[src/phy_mgmt_pkg.sv]
package phy_mgmt_pkg;

  localparam logic [4:0]  REG_GIG_STATUS    = 5'h0a;
  localparam logic [4:0]  REG_MMD_CTRL      = 5'h0d;
  localparam logic [4:0]  REG_MMD_ADDR_DATA = 5'h0e;
  localparam logic [4:0]  REG_GIG_ABILITY   = 5'h0f;
  localparam logic [4:0]  REG_PHY_CTRL      = 5'h10;

  localparam int          ST_FAULT_BIT      = 15;
  localparam int          ST_ROLE_BIT       = 14;
  localparam int          ST_LOC_RX_BIT     = 13;
  localparam int          ST_REM_RX_BIT     = 12;
  localparam int          ST_LP_FD_BIT      = 11;
  localparam int          ST_LP_HD_BIT      = 10;
  localparam int          ST_IDLE_W         = 8;

  localparam int          MC_FUNC_LSB       = 14;
  localparam int          MC_DEV_W          = 5;
  localparam logic [4:0]  MMD_VENDOR_DEV    = 5'h1f;

  localparam logic [15:0] ABILITY_VALUE     = 16'hf000;
  localparam logic [15:0] PHY_CTRL_RESET    = 16'h5048;
  localparam logic [15:0] PHY_CTRL_RW_MASK  = 16'hf773;
  localparam int          PC_TXF_LSB        = 14;
  localparam int          PC_RXF_LSB        = 12;
  localparam int          PC_FORCE_BIT      = 10;
  localparam int          PC_PS_LSB         = 8;
  localparam int          PC_XO_LSB         = 5;
  localparam int          PC_CLKOFF_BIT     = 4;
  localparam int          PC_LDI_BIT        = 1;
  localparam int          PC_JAB_BIT        = 0;

  localparam logic [5:0]  PREAMBLE_BITS     = 6'h20;
  localparam logic [3:0]  HDR_LAST          = 4'hc;
  localparam logic [3:0]  DATA_LAST         = 4'hf;
  localparam logic [1:0]  OP_READ           = 2'h2;
  localparam logic [1:0]  OP_WRITE          = 2'h1;

  typedef enum logic [1:0] {
    FUNC_ADDRESS    = 2'h0,
    FUNC_DATA       = 2'h1,
    FUNC_DATA_INC   = 2'h2,
    FUNC_DATA_INCWR = 2'h3
  } mmd_func_t;

  typedef enum logic [1:0] {
    PS_NORMAL   = 2'h0,
    PS_RESERVED = 2'h1,
    PS_ACTIVE   = 2'h2,
    PS_PASSIVE  = 2'h3
  } power_save_t;

  typedef enum logic [3:0] {
    ST_PRE = 4'b0001,
    ST_HDR = 4'b0010,
    ST_TA  = 4'b0100,
    ST_DAT = 4'b1000
  } frame_state_t;

  // fifo depth code to entries: 3, 4, 6, 8
  function automatic logic [3:0] fifo_depth_of(input logic [1:0] code);
    unique case (code)
      2'h0: fifo_depth_of = 4'h3;
      2'h1: fifo_depth_of = 4'h4;
      2'h2: fifo_depth_of = 4'h6;
      default: fifo_depth_of = 4'h8;
    endcase
  endfunction

endpackage

[src/pin_sync3.sv]
`timescale 1ns/1ps
module pin_sync3 #(
  parameter int WIDTH = 1
) (
  input  wire logic             clock,
  input  wire logic             resetn,
  input  wire logic [WIDTH-1:0] pin,
  output logic      [WIDTH-1:0] level_q
);
  logic [WIDTH-1:0] s1_q;
  logic [WIDTH-1:0] s2_q;
  logic [WIDTH-1:0] s3_q;

  always_ff @(posedge clock or negedge resetn) begin
    if (!resetn) begin
      s1_q <= '0;
      s2_q <= '0;
      s3_q <= '0;
    end else begin
      s1_q <= pin;
      s2_q <= s1_q;
      s3_q <= s2_q;
    end
  end

  // a bit moves only once the second and third stage agree
  always_ff @(posedge clock or negedge resetn) begin
    if (!resetn) begin
      level_q <= '0;
    end else begin
      for (int i = 0; i < WIDTH; i++) begin
        if (s2_q[i] == s3_q[i]) begin
          level_q[i] <= s3_q[i];
        end
      end
    end
  end
endmodule

[src/mmd_port.sv]
`timescale 1ns/1ps
module mmd_port
  import phy_mgmt_pkg::*;
(
  input  wire logic                    clock,
  input  wire logic                    resetn,
  input  wire logic                    acc_wr,
  input  wire logic                    acc_rd,
  input  wire phy_mgmt_pkg::mmd_func_t func,
  input  wire logic [15:0]             wdata,
  output logic      [15:0]             addr_q,
  output logic      [15:0]             wdata_q,
  output logic                         wr_q,
  output logic                         rd_q
);
  logic inc_q;
  logic is_data;

  // function zero reaches the address, others the data
  assign is_data = (func != FUNC_ADDRESS);

  always_ff @(posedge clock or negedge resetn) begin
    if (!resetn) begin
      wr_q    <= 1'b0;
      rd_q    <= 1'b0;
      wdata_q <= 16'h0000;
    end else begin
      wr_q <= acc_wr && is_data;
      rd_q <= acc_rd && is_data;
      if (acc_wr && is_data) begin
        wdata_q <= wdata;
      end
    end
  end

  // increment after the strobe, so the strobe sees the old address
  always_ff @(posedge clock or negedge resetn) begin
    if (!resetn) begin
      inc_q <= 1'b0;
    end else begin
      inc_q <= (acc_wr && (func == FUNC_DATA_INC || func == FUNC_DATA_INCWR))
            || (acc_rd && func == FUNC_DATA_INC);
    end
  end

  always_ff @(posedge clock or negedge resetn) begin
    if (!resetn) begin
      addr_q <= 16'h0000;
    end else if (acc_wr && !is_data) begin
      addr_q <= wdata;
    end else if (inc_q) begin
      addr_q <= addr_q + 16'h0001;
    end
  end
endmodule

[src/phy_mgmt_regs.sv]
`timescale 1ns/1ps
module phy_mgmt_regs
  import phy_mgmt_pkg::*;
#(
  parameter logic [4:0] PHY_ADDR = 5'h00
) (
  input  wire logic                      clock,
  input  wire logic                      resetn,
  input  wire logic                      mdc,
  input  wire logic                      mdio_in,
  output logic                           mdio_out,
  output logic                           mdio_oe,
  input  wire logic [1:0]                strap_crossover,
  input  wire logic                      role_config_fault,
  input  wire logic                      role_resolution,
  input  wire logic                      local_receiver_ok,
  input  wire logic                      remote_receiver_ok,
  input  wire logic                      partner_gig_full_duplex,
  input  wire logic                      partner_gig_half_duplex,
  input  wire logic [7:0]                idle_err_count,
  input  wire logic                      link_up_raw,
  input  wire logic                      speed_is_gig,
  input  wire logic                      mac_is_gmii,
  input  wire logic                      mac_is_sgmii,
  input  wire logic                      mirror_mode,
  input  wire logic [15:0]               mmd_rdata,
  output logic      [4:0]                mmd_device_select,
  output logic      [15:0]               mmd_addr,
  output logic      [15:0]               mmd_wdata,
  output logic                           mmd_wr,
  output logic                           mmd_rd,
  output logic      [3:0]                tx_fifo_depth,
  output logic                           tx_fifo_active,
  output logic      [3:0]                rx_fifo_depth,
  output logic                           rx_fifo_active,
  output logic                           link_good,
  output phy_mgmt_pkg::power_save_t      power_save,
  output logic                           force_mdi,
  output logic                           force_mdix,
  output logic                           auto_crossover,
  output logic                           ref_output_clock_en,
  output logic                           line_driver_invert,
  output logic                           jabber_enable
);
  frame_state_t state_q;
  logic [1:0]   pins_q;
  logic         mdc_prev_q;
  logic         edge_s;
  logic         mdio_s;
  logic [5:0]   pre_cnt_q;
  logic [3:0]   bit_cnt_q;
  logic [11:0]  hdr_q;
  logic [12:0]  hdr_full;
  logic         hdr_end;
  logic         hdr_ok;
  logic         rd_take;
  logic         is_read_q;
  logic [4:0]   reg_q;
  logic [15:0]  sh_q;
  logic [15:0]  wr_val;
  logic         wr_done;
  logic [15:0]  rd_val;
  logic         fault_q;
  logic         fault_clr;
  mmd_func_t    func_q;
  logic [4:0]   mmd_device_select_q;
  logic [15:0]  ctrl_q;
  logic         strap_done_q;

  // mdc in bit 1, mdio in bit 0
  pin_sync3 #(
    .WIDTH (2)
  ) u_sync (
    .clock   (clock),
    .resetn  (resetn),
    .pin     ({mdc, mdio_in}),
    .level_q (pins_q)
  );

  always_ff @(posedge clock or negedge resetn) begin
    if (!resetn) begin
      mdc_prev_q <= 1'b0;
    end else begin
      mdc_prev_q <= pins_q[1];
    end
  end

  assign edge_s   = pins_q[1] && !mdc_prev_q;
  assign mdio_s   = pins_q[0];
  assign hdr_full = {hdr_q, mdio_s};
  assign hdr_end  = edge_s && (state_q == ST_HDR) && (bit_cnt_q == HDR_LAST);
  assign hdr_ok   = hdr_full[12] && (hdr_full[9:5] == PHY_ADDR)
                 && (hdr_full[11:10] == OP_READ || hdr_full[11:10] == OP_WRITE);
  assign rd_take  = hdr_end && hdr_ok && (hdr_full[11:10] == OP_READ);
  assign wr_done  = edge_s && (state_q == ST_DAT) && (bit_cnt_q == DATA_LAST) && !is_read_q;
  assign wr_val   = {sh_q[14:0], mdio_s};

  // frame sequencer: preamble, start/op/address, turnaround, data
  always_ff @(posedge clock or negedge resetn) begin
    if (!resetn) begin
      state_q   <= ST_PRE;
      bit_cnt_q <= 4'h0;
    end else if (edge_s) begin
      unique case (state_q)
        ST_PRE: begin
          bit_cnt_q <= 4'h0;
          if (!mdio_s && pre_cnt_q >= PREAMBLE_BITS) begin
            state_q <= ST_HDR;
          end
        end
        ST_HDR: begin
          bit_cnt_q <= bit_cnt_q + 4'h1;
          if (bit_cnt_q == HDR_LAST) begin
            bit_cnt_q <= 4'h0;
            state_q   <= hdr_ok ? ST_TA : ST_PRE;
          end
        end
        ST_TA: begin
          bit_cnt_q <= bit_cnt_q + 4'h1;
          if (bit_cnt_q == 4'h1) begin
            bit_cnt_q <= 4'h0;
            state_q   <= ST_DAT;
          end
        end
        ST_DAT: begin
          bit_cnt_q <= bit_cnt_q + 4'h1;
          if (bit_cnt_q == DATA_LAST) begin
            state_q <= ST_PRE;
          end
        end
      endcase
    end
  end

  // preamble suppression is not supported: every frame needs 32 ones
  always_ff @(posedge clock or negedge resetn) begin
    if (!resetn) begin
      pre_cnt_q <= 6'h00;
    end else if (edge_s) begin
      if (state_q != ST_PRE || !mdio_s) begin
        pre_cnt_q <= 6'h00;
      end else if (pre_cnt_q < PREAMBLE_BITS) begin
        pre_cnt_q <= pre_cnt_q + 6'h01;
      end
    end
  end

  always_ff @(posedge clock or negedge resetn) begin
    if (!resetn) begin
      hdr_q     <= 12'h000;
      is_read_q <= 1'b0;
      reg_q     <= 5'h00;
    end else if (edge_s && state_q == ST_HDR) begin
      hdr_q <= hdr_full[11:0];
      if (hdr_end) begin
        is_read_q <= (hdr_full[11:10] == OP_READ);
        reg_q     <= hdr_full[4:0];
      end
    end else if (edge_s && state_q == ST_PRE) begin
      hdr_q <= 12'h000;
    end
  end

  // read snapshot taken at the header end; unmapped registers read zero
  always_comb begin
    rd_val = 16'h0000;
    unique case (hdr_full[4:0])
      REG_GIG_STATUS: begin
        rd_val[ST_FAULT_BIT]     = fault_q;
        rd_val[ST_ROLE_BIT]      = role_resolution;
        rd_val[ST_LOC_RX_BIT]    = local_receiver_ok;
        rd_val[ST_REM_RX_BIT]    = remote_receiver_ok;
        rd_val[ST_LP_FD_BIT]     = partner_gig_full_duplex;
        rd_val[ST_LP_HD_BIT]     = partner_gig_half_duplex;
        rd_val[ST_IDLE_W-1:0]    = idle_err_count;
      end
      REG_MMD_CTRL: begin
        rd_val[MC_FUNC_LSB+:2]   = func_q;
        rd_val[MC_DEV_W-1:0]     = mmd_device_select_q;
      end
      REG_MMD_ADDR_DATA: rd_val  = (func_q == FUNC_ADDRESS) ? mmd_addr : mmd_rdata;
      REG_GIG_ABILITY:   rd_val  = ABILITY_VALUE;
      REG_PHY_CTRL:      rd_val  = ctrl_q;
      default:           rd_val  = 16'h0000;
    endcase
  end

  always_ff @(posedge clock or negedge resetn) begin
    if (!resetn) begin
      sh_q <= 16'h0000;
    end else if (rd_take) begin
      sh_q <= rd_val;
    end else if (edge_s && state_q == ST_DAT) begin
      sh_q <= is_read_q ? {sh_q[14:0], 1'b0} : wr_val;
    end
  end

  // turnaround: release for the first bit, drive zero for the second
  always_ff @(posedge clock or negedge resetn) begin
    if (!resetn) begin
      mdio_oe  <= 1'b0;
      mdio_out <= 1'b0;
    end else if (edge_s && is_read_q) begin
      if (state_q == ST_TA && bit_cnt_q == 4'h0) begin
        mdio_oe  <= 1'b1;
        mdio_out <= 1'b0;
      end else if (state_q == ST_TA) begin
        mdio_out <= sh_q[15];
      end else if (state_q == ST_DAT && bit_cnt_q == DATA_LAST) begin
        mdio_oe  <= 1'b0;
        mdio_out <= 1'b0;
      end else if (state_q == ST_DAT) begin
        mdio_out <= sh_q[14];
      end
    end
  end

  // latched fault, read clears, new event wins
  assign fault_clr = rd_take && (hdr_full[4:0] == REG_GIG_STATUS);

  always_ff @(posedge clock or negedge resetn) begin
    if (!resetn) begin
      fault_q <= 1'b0;
    end else if (role_config_fault) begin
      fault_q <= 1'b1;
    end else if (fault_clr) begin
      fault_q <= 1'b0;
    end
  end

  // access control keeps only function and device fields
  always_ff @(posedge clock or negedge resetn) begin
    if (!resetn) begin
      func_q  <= FUNC_ADDRESS;
      mmd_device_select_q <= 5'h00;
    end else if (wr_done && reg_q == REG_MMD_CTRL) begin
      func_q  <= mmd_func_t'(wr_val[MC_FUNC_LSB+:2]);
      mmd_device_select_q <= wr_val[MC_DEV_W-1:0];
    end
  end

  // reserved control bits keep their reset value
  always_ff @(posedge clock or negedge resetn) begin
    if (!resetn) begin
      ctrl_q       <= PHY_CTRL_RESET;
      strap_done_q <= 1'b0;
    end else begin
      strap_done_q <= 1'b1;
      if (wr_done && reg_q == REG_PHY_CTRL) begin
        ctrl_q <= (wr_val & PHY_CTRL_RW_MASK) | (ctrl_q & ~PHY_CTRL_RW_MASK);
      end else if (!strap_done_q) begin
        ctrl_q[PC_XO_LSB+:2] <= strap_crossover;
      end
    end
  end

  mmd_port u_mmd (
    .clock   (clock),
    .resetn  (resetn),
    .acc_wr  (wr_done && reg_q == REG_MMD_ADDR_DATA),
    .acc_rd  (rd_take && hdr_full[4:0] == REG_MMD_ADDR_DATA),
    .func    (func_q),
    .wdata   (wr_val),
    .addr_q  (mmd_addr),
    .wdata_q (mmd_wdata),
    .wr_q    (mmd_wr),
    .rd_q    (mmd_rd)
  );

  // control outputs, all registered
  always_ff @(posedge clock or negedge resetn) begin
    if (!resetn) begin
      mmd_device_select   <= 5'h00;
      tx_fifo_depth       <= 4'h0;
      tx_fifo_active      <= 1'b0;
      rx_fifo_depth       <= 4'h0;
      rx_fifo_active      <= 1'b0;
      link_good           <= 1'b0;
      power_save          <= PS_NORMAL;
      force_mdi           <= 1'b0;
      force_mdix          <= 1'b0;
      auto_crossover      <= 1'b0;
      ref_output_clock_en <= 1'b0;
      line_driver_invert  <= 1'b0;
      jabber_enable       <= 1'b0;
    end else begin
      mmd_device_select   <= mmd_device_select_q;
      tx_fifo_depth       <= fifo_depth_of(ctrl_q[PC_TXF_LSB+:2]);
      tx_fifo_active      <= (mac_is_gmii && speed_is_gig) || mac_is_sgmii;
      rx_fifo_depth       <= fifo_depth_of(ctrl_q[PC_RXF_LSB+:2]);
      rx_fifo_active      <= mac_is_sgmii;
      link_good           <= link_up_raw || (ctrl_q[PC_FORCE_BIT] && speed_is_gig);
      power_save          <= power_save_t'(ctrl_q[PC_PS_LSB+:2]);
      force_mdi           <= (ctrl_q[PC_XO_LSB+:2] == 2'h0);
      force_mdix          <= (ctrl_q[PC_XO_LSB+:2] == 2'h1);
      auto_crossover      <= ctrl_q[PC_XO_LSB+1];
      ref_output_clock_en <= !ctrl_q[PC_CLKOFF_BIT];
      line_driver_invert  <= ctrl_q[PC_LDI_BIT] && !mirror_mode;
      jabber_enable       <= !ctrl_q[PC_JAB_BIT];
    end
  end
endmodule

[config.mk]
export PLATFORM = sky130hd
export DESIGN_NAME = phy_mgmt_regs
export DESIGN_NICKNAME = d
export VERILOG_FILES = /design/src/phy_mgmt_pkg.sv /design/src/pin_sync3.sv /design/src/mmd_port.sv /design/src/phy_mgmt_regs.sv
export SDC_FILE = /design/constraint.sdc
export NUM_CORES = 1
export LEC_CHECK = 0
export ABC_AREA = 1
export BUFFER_PORTS_ARGS = -buffer_cell sky130_fd_sc_hd__buf_2
export CAP_MARGIN = 15
export CORE_MARGIN = 2
export CORE_UTILIZATION = 50
export DETAILED_ROUTE_END_ITERATION = 12
export PLACE_DENSITY = 0.69
export RECOVER_POWER = 100
export SETUP_SLACK_MARGIN = 0.4
export SLEW_MARGIN = 20
export SYNTH_ARGS = -nofsm -noshare
export SYNTH_HDL_FRONTEND = slang
export SYNTH_SLANG_ARGS = --single-unit
[constraint.sdc]
create_clock -name clock -period 2 [get_ports clock]
set_clock_uncertainty 0.05 [all_clocks]
set_input_delay 0.1 -clock clock [delete_from_list [all_inputs] [get_ports clock]]
set_output_delay 0.1 -clock clock [all_outputs]
set_load 0.1 [all_outputs]
* Yosys cells after proc, flatten, opt, wreduce, memory -nomap -nowiden
Index checks and enable logic that the tools add are counted.
** Storage, ports and cells
- Bits in registers :: 143
- Output and inout port bits :: 60
** Cells by class
- $add $sub $neg :: 3
- Order comparisons :: 2
- Equal/unequal tests :: 33
- Muxes and demuxes :: 37
- Bitwise operators :: 1
- Reduce and logical (&&, ||, !) cells :: 60
** Operators by type and width (number)
- $mux W16 :: 5
- $pmux W4 S4 :: 3
- $eq A5 B4 Y1 const B :: 6
- $logic_and A1 B1 Y1 :: 28
- $mux W12 :: 2
- $mux W4 :: 6
- $pmux W4 S3 :: 2
- $pmux W5 S4 :: 1
- $add A16 B1 Y16 const B :: 1
- $or A16 B12 Y16 :: 1
- $reduce_bool A2 Y1 :: 7
- $eq A4 B4 Y1 const B :: 3
- $mux W6 :: 2
- $eq A2 B2 Y1 const B :: 5
- $eq A5 B5 Y1 const B :: 2
- $mux W1 :: 10
- $pmux W2 S5 :: 1
- $pmux W3 S3 :: 1
- $eq A2 B1 Y1 const B :: 4
- $eq A4 B1 Y1 const B :: 2
- $logic_not A2 Y1 :: 4
- $ne A2 B1 Y1 const B :: 4
- $logic_not A1 Y1 :: 7
- $add A6 B1 Y6 const B :: 1
- other kinds (18) :: 28

* Logic depth before layout (Yosys ltp)
- Depth after elaboration :: 9
- Gate-level depth with buffers :: 12
- Gate-level depth less buffers :: 11

* By module
A second synthesis with hierarchy kept.
** Unflattened totals
- Cell total of the unflattened synthesis :: 856
- Area total of the unflattened synthesis :: 6950.4 um2
** By module, submodules not included
- phy_mgmt_regs :: instances 1, cells an instance 603, area each 4848.4 um2
- mmd_port :: instances 1, cells an instance 237, area each 1869.3 um2
- pin_sync3 :: instances 1, cells an instance 16, area each 232.7 um2

* Worst setup path before layout
Ideal clock, no wire load.
- Kind :: register -> register
- Start point :: register u_mmd.addr_q[1]
- End point :: register u_mmd.addr_q[10]
- Setup time :: 0.127 ns
- Arrival :: 1.934 ns
- Required time :: 1.823 ns
- Slack :: -0.111 ns
- Cell stages (with the launch flop) :: 9
- Path buffers :: 0
- Period minus slack after synthesis :: 2.111 ns
- Cell sequence :: dfrtp_1 -> ha_1 -> nand2_1 -> nor2_1 -> nand2_1 -> o21ai_0 -> nand2_1 -> nand2_1 -> nand3_1
** On the way
- Word-level cells in the longest chain between the ends :: 3
** Ends and longest elaborated chain
- start, declared :: line mmd_port.sv:11 : output logic [15:0] addr_q,
- start signal, assigned :: line mmd_port.sv:50 : addr_q <= wdata;
- start signal, assigned :: line mmd_port.sv:52 : addr_q <= addr_q + 16'h0001;
- $add A16 B1 Y16 :: line mmd_port.sv:52
- $mux W16 :: line mmd_port.sv:51 : end else if (inc_q) begin
- $mux W16 :: line mmd_port.sv:49 : end else if (acc_wr && !is_data) begin
Every way passes these cells. The select of a mux whose other input is x is not followed.
A chain may end at the register's enable or synchronous reset.

* Worst setup path in the final report
- Start point :: register state_q[0]
- End point :: register sh_q[1]
** On the way
- Word-level cells in the longest chain between the ends :: 6
** Ends and longest elaborated chain
- start, declared :: line phy_mgmt_regs.sv:45 : frame_state_t state_q;
- start signal, assigned :: line phy_mgmt_regs.sv:115 : state_q <= hdr_ok ? ST_TA : ST_PRE;
- $eq A4 B2 Y1 :: line phy_mgmt_regs.sv:91 : assign hdr_end = edge_s && (state_q == ST_HDR) && (bit_cnt_q == HDR_LAST);
- $logic_and A1 B1 Y1 (2 in a row) :: line phy_mgmt_regs.sv:91
- $logic_and A1 B1 Y1 (2 in a row) :: line phy_mgmt_regs.sv:94 : assign rd_take = hdr_end && hdr_ok && (hdr_full[11:10] == OP_READ);
- $mux W16 / $reduce_bool A2 Y1 (equally long branches)
- end signal, assigned :: line phy_mgmt_regs.sv:192 : sh_q <= rd_val;
- end signal, assigned :: line phy_mgmt_regs.sv:194 : sh_q <= is_read_q ? {sh_q[14:0], 1'b0} : wr_val;
- end, declared :: line phy_mgmt_regs.sv:59 : logic [15:0] sh_q;
Parallel ways exist; a longest one is shown, timed or not.

==> qor.yml <==
timing.slew.headroom_pct: 21.4
ff2ff_path_depth: 10
placement_rows: 42
clk_transition_reported_paths_ns: 0.06
syn_to_final_growth_pct: 41.1
insertion_delay_ns: 0.43
min_path_cells: 5
setup.worst_path.end_class: "flip-flop"
hold_path.class: "in -> reg"
final-instance-count-excl-fill: 1195
routed_via_density: 5.43
power.leakage_nw: 4.61
initial_core_utilization_pct: 51.6
max-vdd-ir-drop_uv: 607
first_global_vias: 5974
die_area_um2: 14700
timing_hold_violations_final: 0
die_h_um: 121
number_of_enable_type_register_cells_in_the_synthesized_netlist: 0
worstPathCellList: "nor2_2, nand3_4, nor2_4, buf_4, inv_6, nand2_8, buf_12, buf_16, nor2_1, a21oi_2"
clockBufferDepth: 2
buffer_ports.inserted: 100
num_vias: 6494
drtPass1Iterations: 7
ctsHtreeMaxLevel: 4
post_drt_wl_per_cell_um: 17.4
synth-seq-area-share_pct: 50.8
timing_worst_setup_path_type: "reg -> reg"
grt_overflow: 0
fin_tns_setup_ns: 0
fin_area_um2: 9680
worstSetupStartpoint: "state_q[0]"
synth_top_flop_cell: "dfrtp_1"
first_iter_violations: 544
synth.net_count: 873
placedCellCount: 1101
setup_viol: 0
synth.avg_cell_area_um2: 8.37
ys_types: 42
crit_path_start_kind: "flip-flop"
netlist_instances: 819
cp_slowest_cell: "dfstp_1"
drive_above_1_share_pct: 36.3
required_ns: 2.26
io_pins: 101
cts-buffers-inserted: 17
clock_tree_from_tritoncts: "yes"
place_congestion: 0.909
maxClockFrequency_ghz: 0.552
post_detailed_placement_cell_area_um2: 7760
yosys_register_bits: 139
synthesis.area_um2: 6860
rr_startpoint: "state_q[0]"
worst_path_largest_cell_delay_ns: 0.63
grt_setup_unrepaired: "yes"
synthesis.yosys.warnings: 0
final_max_slew_viol_count: 0
top_library_cells_by_usage_in_the_layout_fill_and_taps_aside: "nand2_1, dfrtp_1, inv_1, nor2_1, clkbuf_2"
postSynth.asyncResetShare_pct: 100
power_per_cell_area_nw_per_um2: 811
rrSetupSlack_ns: 0.19
outcome: "complete, no violations"
postRouteWirelength_um: 20800
cap_viol_max_count: 0
pnr_total_power_mw: 7.85
initial_antenna_violation_count: 0
worstMarginPinSlew_ns: 1.18
holdPathEnd: "sh_q[6]"
grt_start_max_net_pins: 56
core_area_um2: 13300
grtUsageTotal_pct: 27.8
grt_pass1_wl_um: 31100
arrival_ns: 2.07
cts.sinks: 139
fin_worst_hold_slack_ns: 0.0155
period_needed_ns: 1.81
drc: 0
layout_commonest_cell: "nand2_1"
drtAntennaViolNets: 0
dp_hpwl_um: 13300
layout.nets: 1060
min_period_over_period_pct: 90.5
reg2reg_to: "sh_q[1]"
die_w_um: 121
num_antenna_cells: 0
cts_root_buf: "clkbuf_16"
timing.hold.worst.start: "idle_err_count[6]"
critical_path_fanouts_max: 9
[logic make-up after synthesis]
family                     synth area share, %
other                                   0.0547
DFF                                       50.8
and+or+nand+nor                           29.2
muxes                                    0.328
buffers and inverters                     6.89
AOI/OAI and AO/OA                         8.92
xor gates and xnor gates                  1.15
adders and majority gates                 2.66
[worst max-delay path: cells and delay by family, from the launching register on]
| kind | cells | cell delay, ns |
|---|---|---|
| buffers and inverters | 4 | 0.50 |
| AO/OA/AOI/OAI | 1 | 0.04 |
| flip-flops | 1 | 0.63 |
| AND/OR/NAND/NOR | 5 | 0.47 |
[layer usage]
layer / track usage, % / wire (µm)
met1: 38.4 / 8460
met2: 43.2 / 9980
met3: 6.39 / 1630
met4: 9.88 / 675
met5: 0 / 0
[state kept, by name, summed over array words and instances (netlist names), 5 cells and up]
register,cells
sh_q,16
pre_cnt_q,6
mmd_device_select,5
u_mmd.addr_q,16
hdr_q,12
mmd_device_select_q,5
u_mmd.wdata_q,16
reg_q,5
ctrl_q,12
[metrics by stage]
| step | utilization, % | setup slack, ns |
|---|---|---|
| global placement | 58.4 | 0.164 |
| CTS | 68.9 | 0.255 |
| detailed placement | 58.4 | 0.138 |
| finish | 72.8 | 0.189 |
| floorplan | - | 0.402 |
| global route | 72.8 | 0.0661 |
[cell usage after synthesis, types with 4 or more instances]
cell / number / share of area, %
nand3_1: 57 / 4.2
dfstp_2: 4 / 1.5
nor3_1: 12 / 0.88
buf_6: 6 / 0.98
xnor2_1: 5 / 0.64
nand4_1: 20 / 1.8
o22ai_1: 14 / 1.3
o21ai_0: 54 / 3.9
inv_1: 78 / 4.3
a21oi_1: 14 / 1.0
nor2_1: 63 / 3.4
dfrtp_1: 135 / 49
nand3_4: 5 / 1.3
ha_1: 13 / 2.4
nor2_4: 6 / 0.98
inv_2: 9 / 0.49
o21ai_2: 16 / 2.0
xor2_1: 4 / 0.51
buf_2: 7 / 0.51
nand2_1: 262 / 14
[timing repair]
item / 4_1_cts / 5_1_grt
endpoints found under the setup margin: 91 / 95
gates resized for setup: 74 / 126
hold buffers: 13 / 0
cloned: 4 / 4
endpoints found under the hold margin: 147 / 0
setup buffers: 28 / 13
pin swaps: 29 / 42
[layout make-up]
type / count / area, µm²
clock buffers: 21 / 470
fillers: 947 / 3620
repair buffers: 184 / 1440
clock inverters: 11 / 190
multi-input cells: 573 / 3430
inverters: 91 / 395
well taps: 176 / 220
flip-flops and latches: 139 / 3530
[worst max-delay path by stage]
stage | end | slack [ns] | cells after the start
final | sh_q[1] | 0.19 | 10
after global routing | bit_cnt_q[2] | 0.07 | 8
after CTS | sh_q[0] | 0.25 | 10
after detailed placement | sh_q[6] | 0.14 | 9
after global placement | sh_q[6] | 0.16 | 9
after floorplan | sh_q[13] | 0.40 | 11
[power breakdown]
group	internal [mW]	total, mW	switching, mW
combinational	0.444	1.21	0.765
sequential	2.95	3.13	0.180
clock	2.31	3.51	1.21
total	5.70	7.85	2.15
Note: power is estimated with default switching activity, not from simulation.
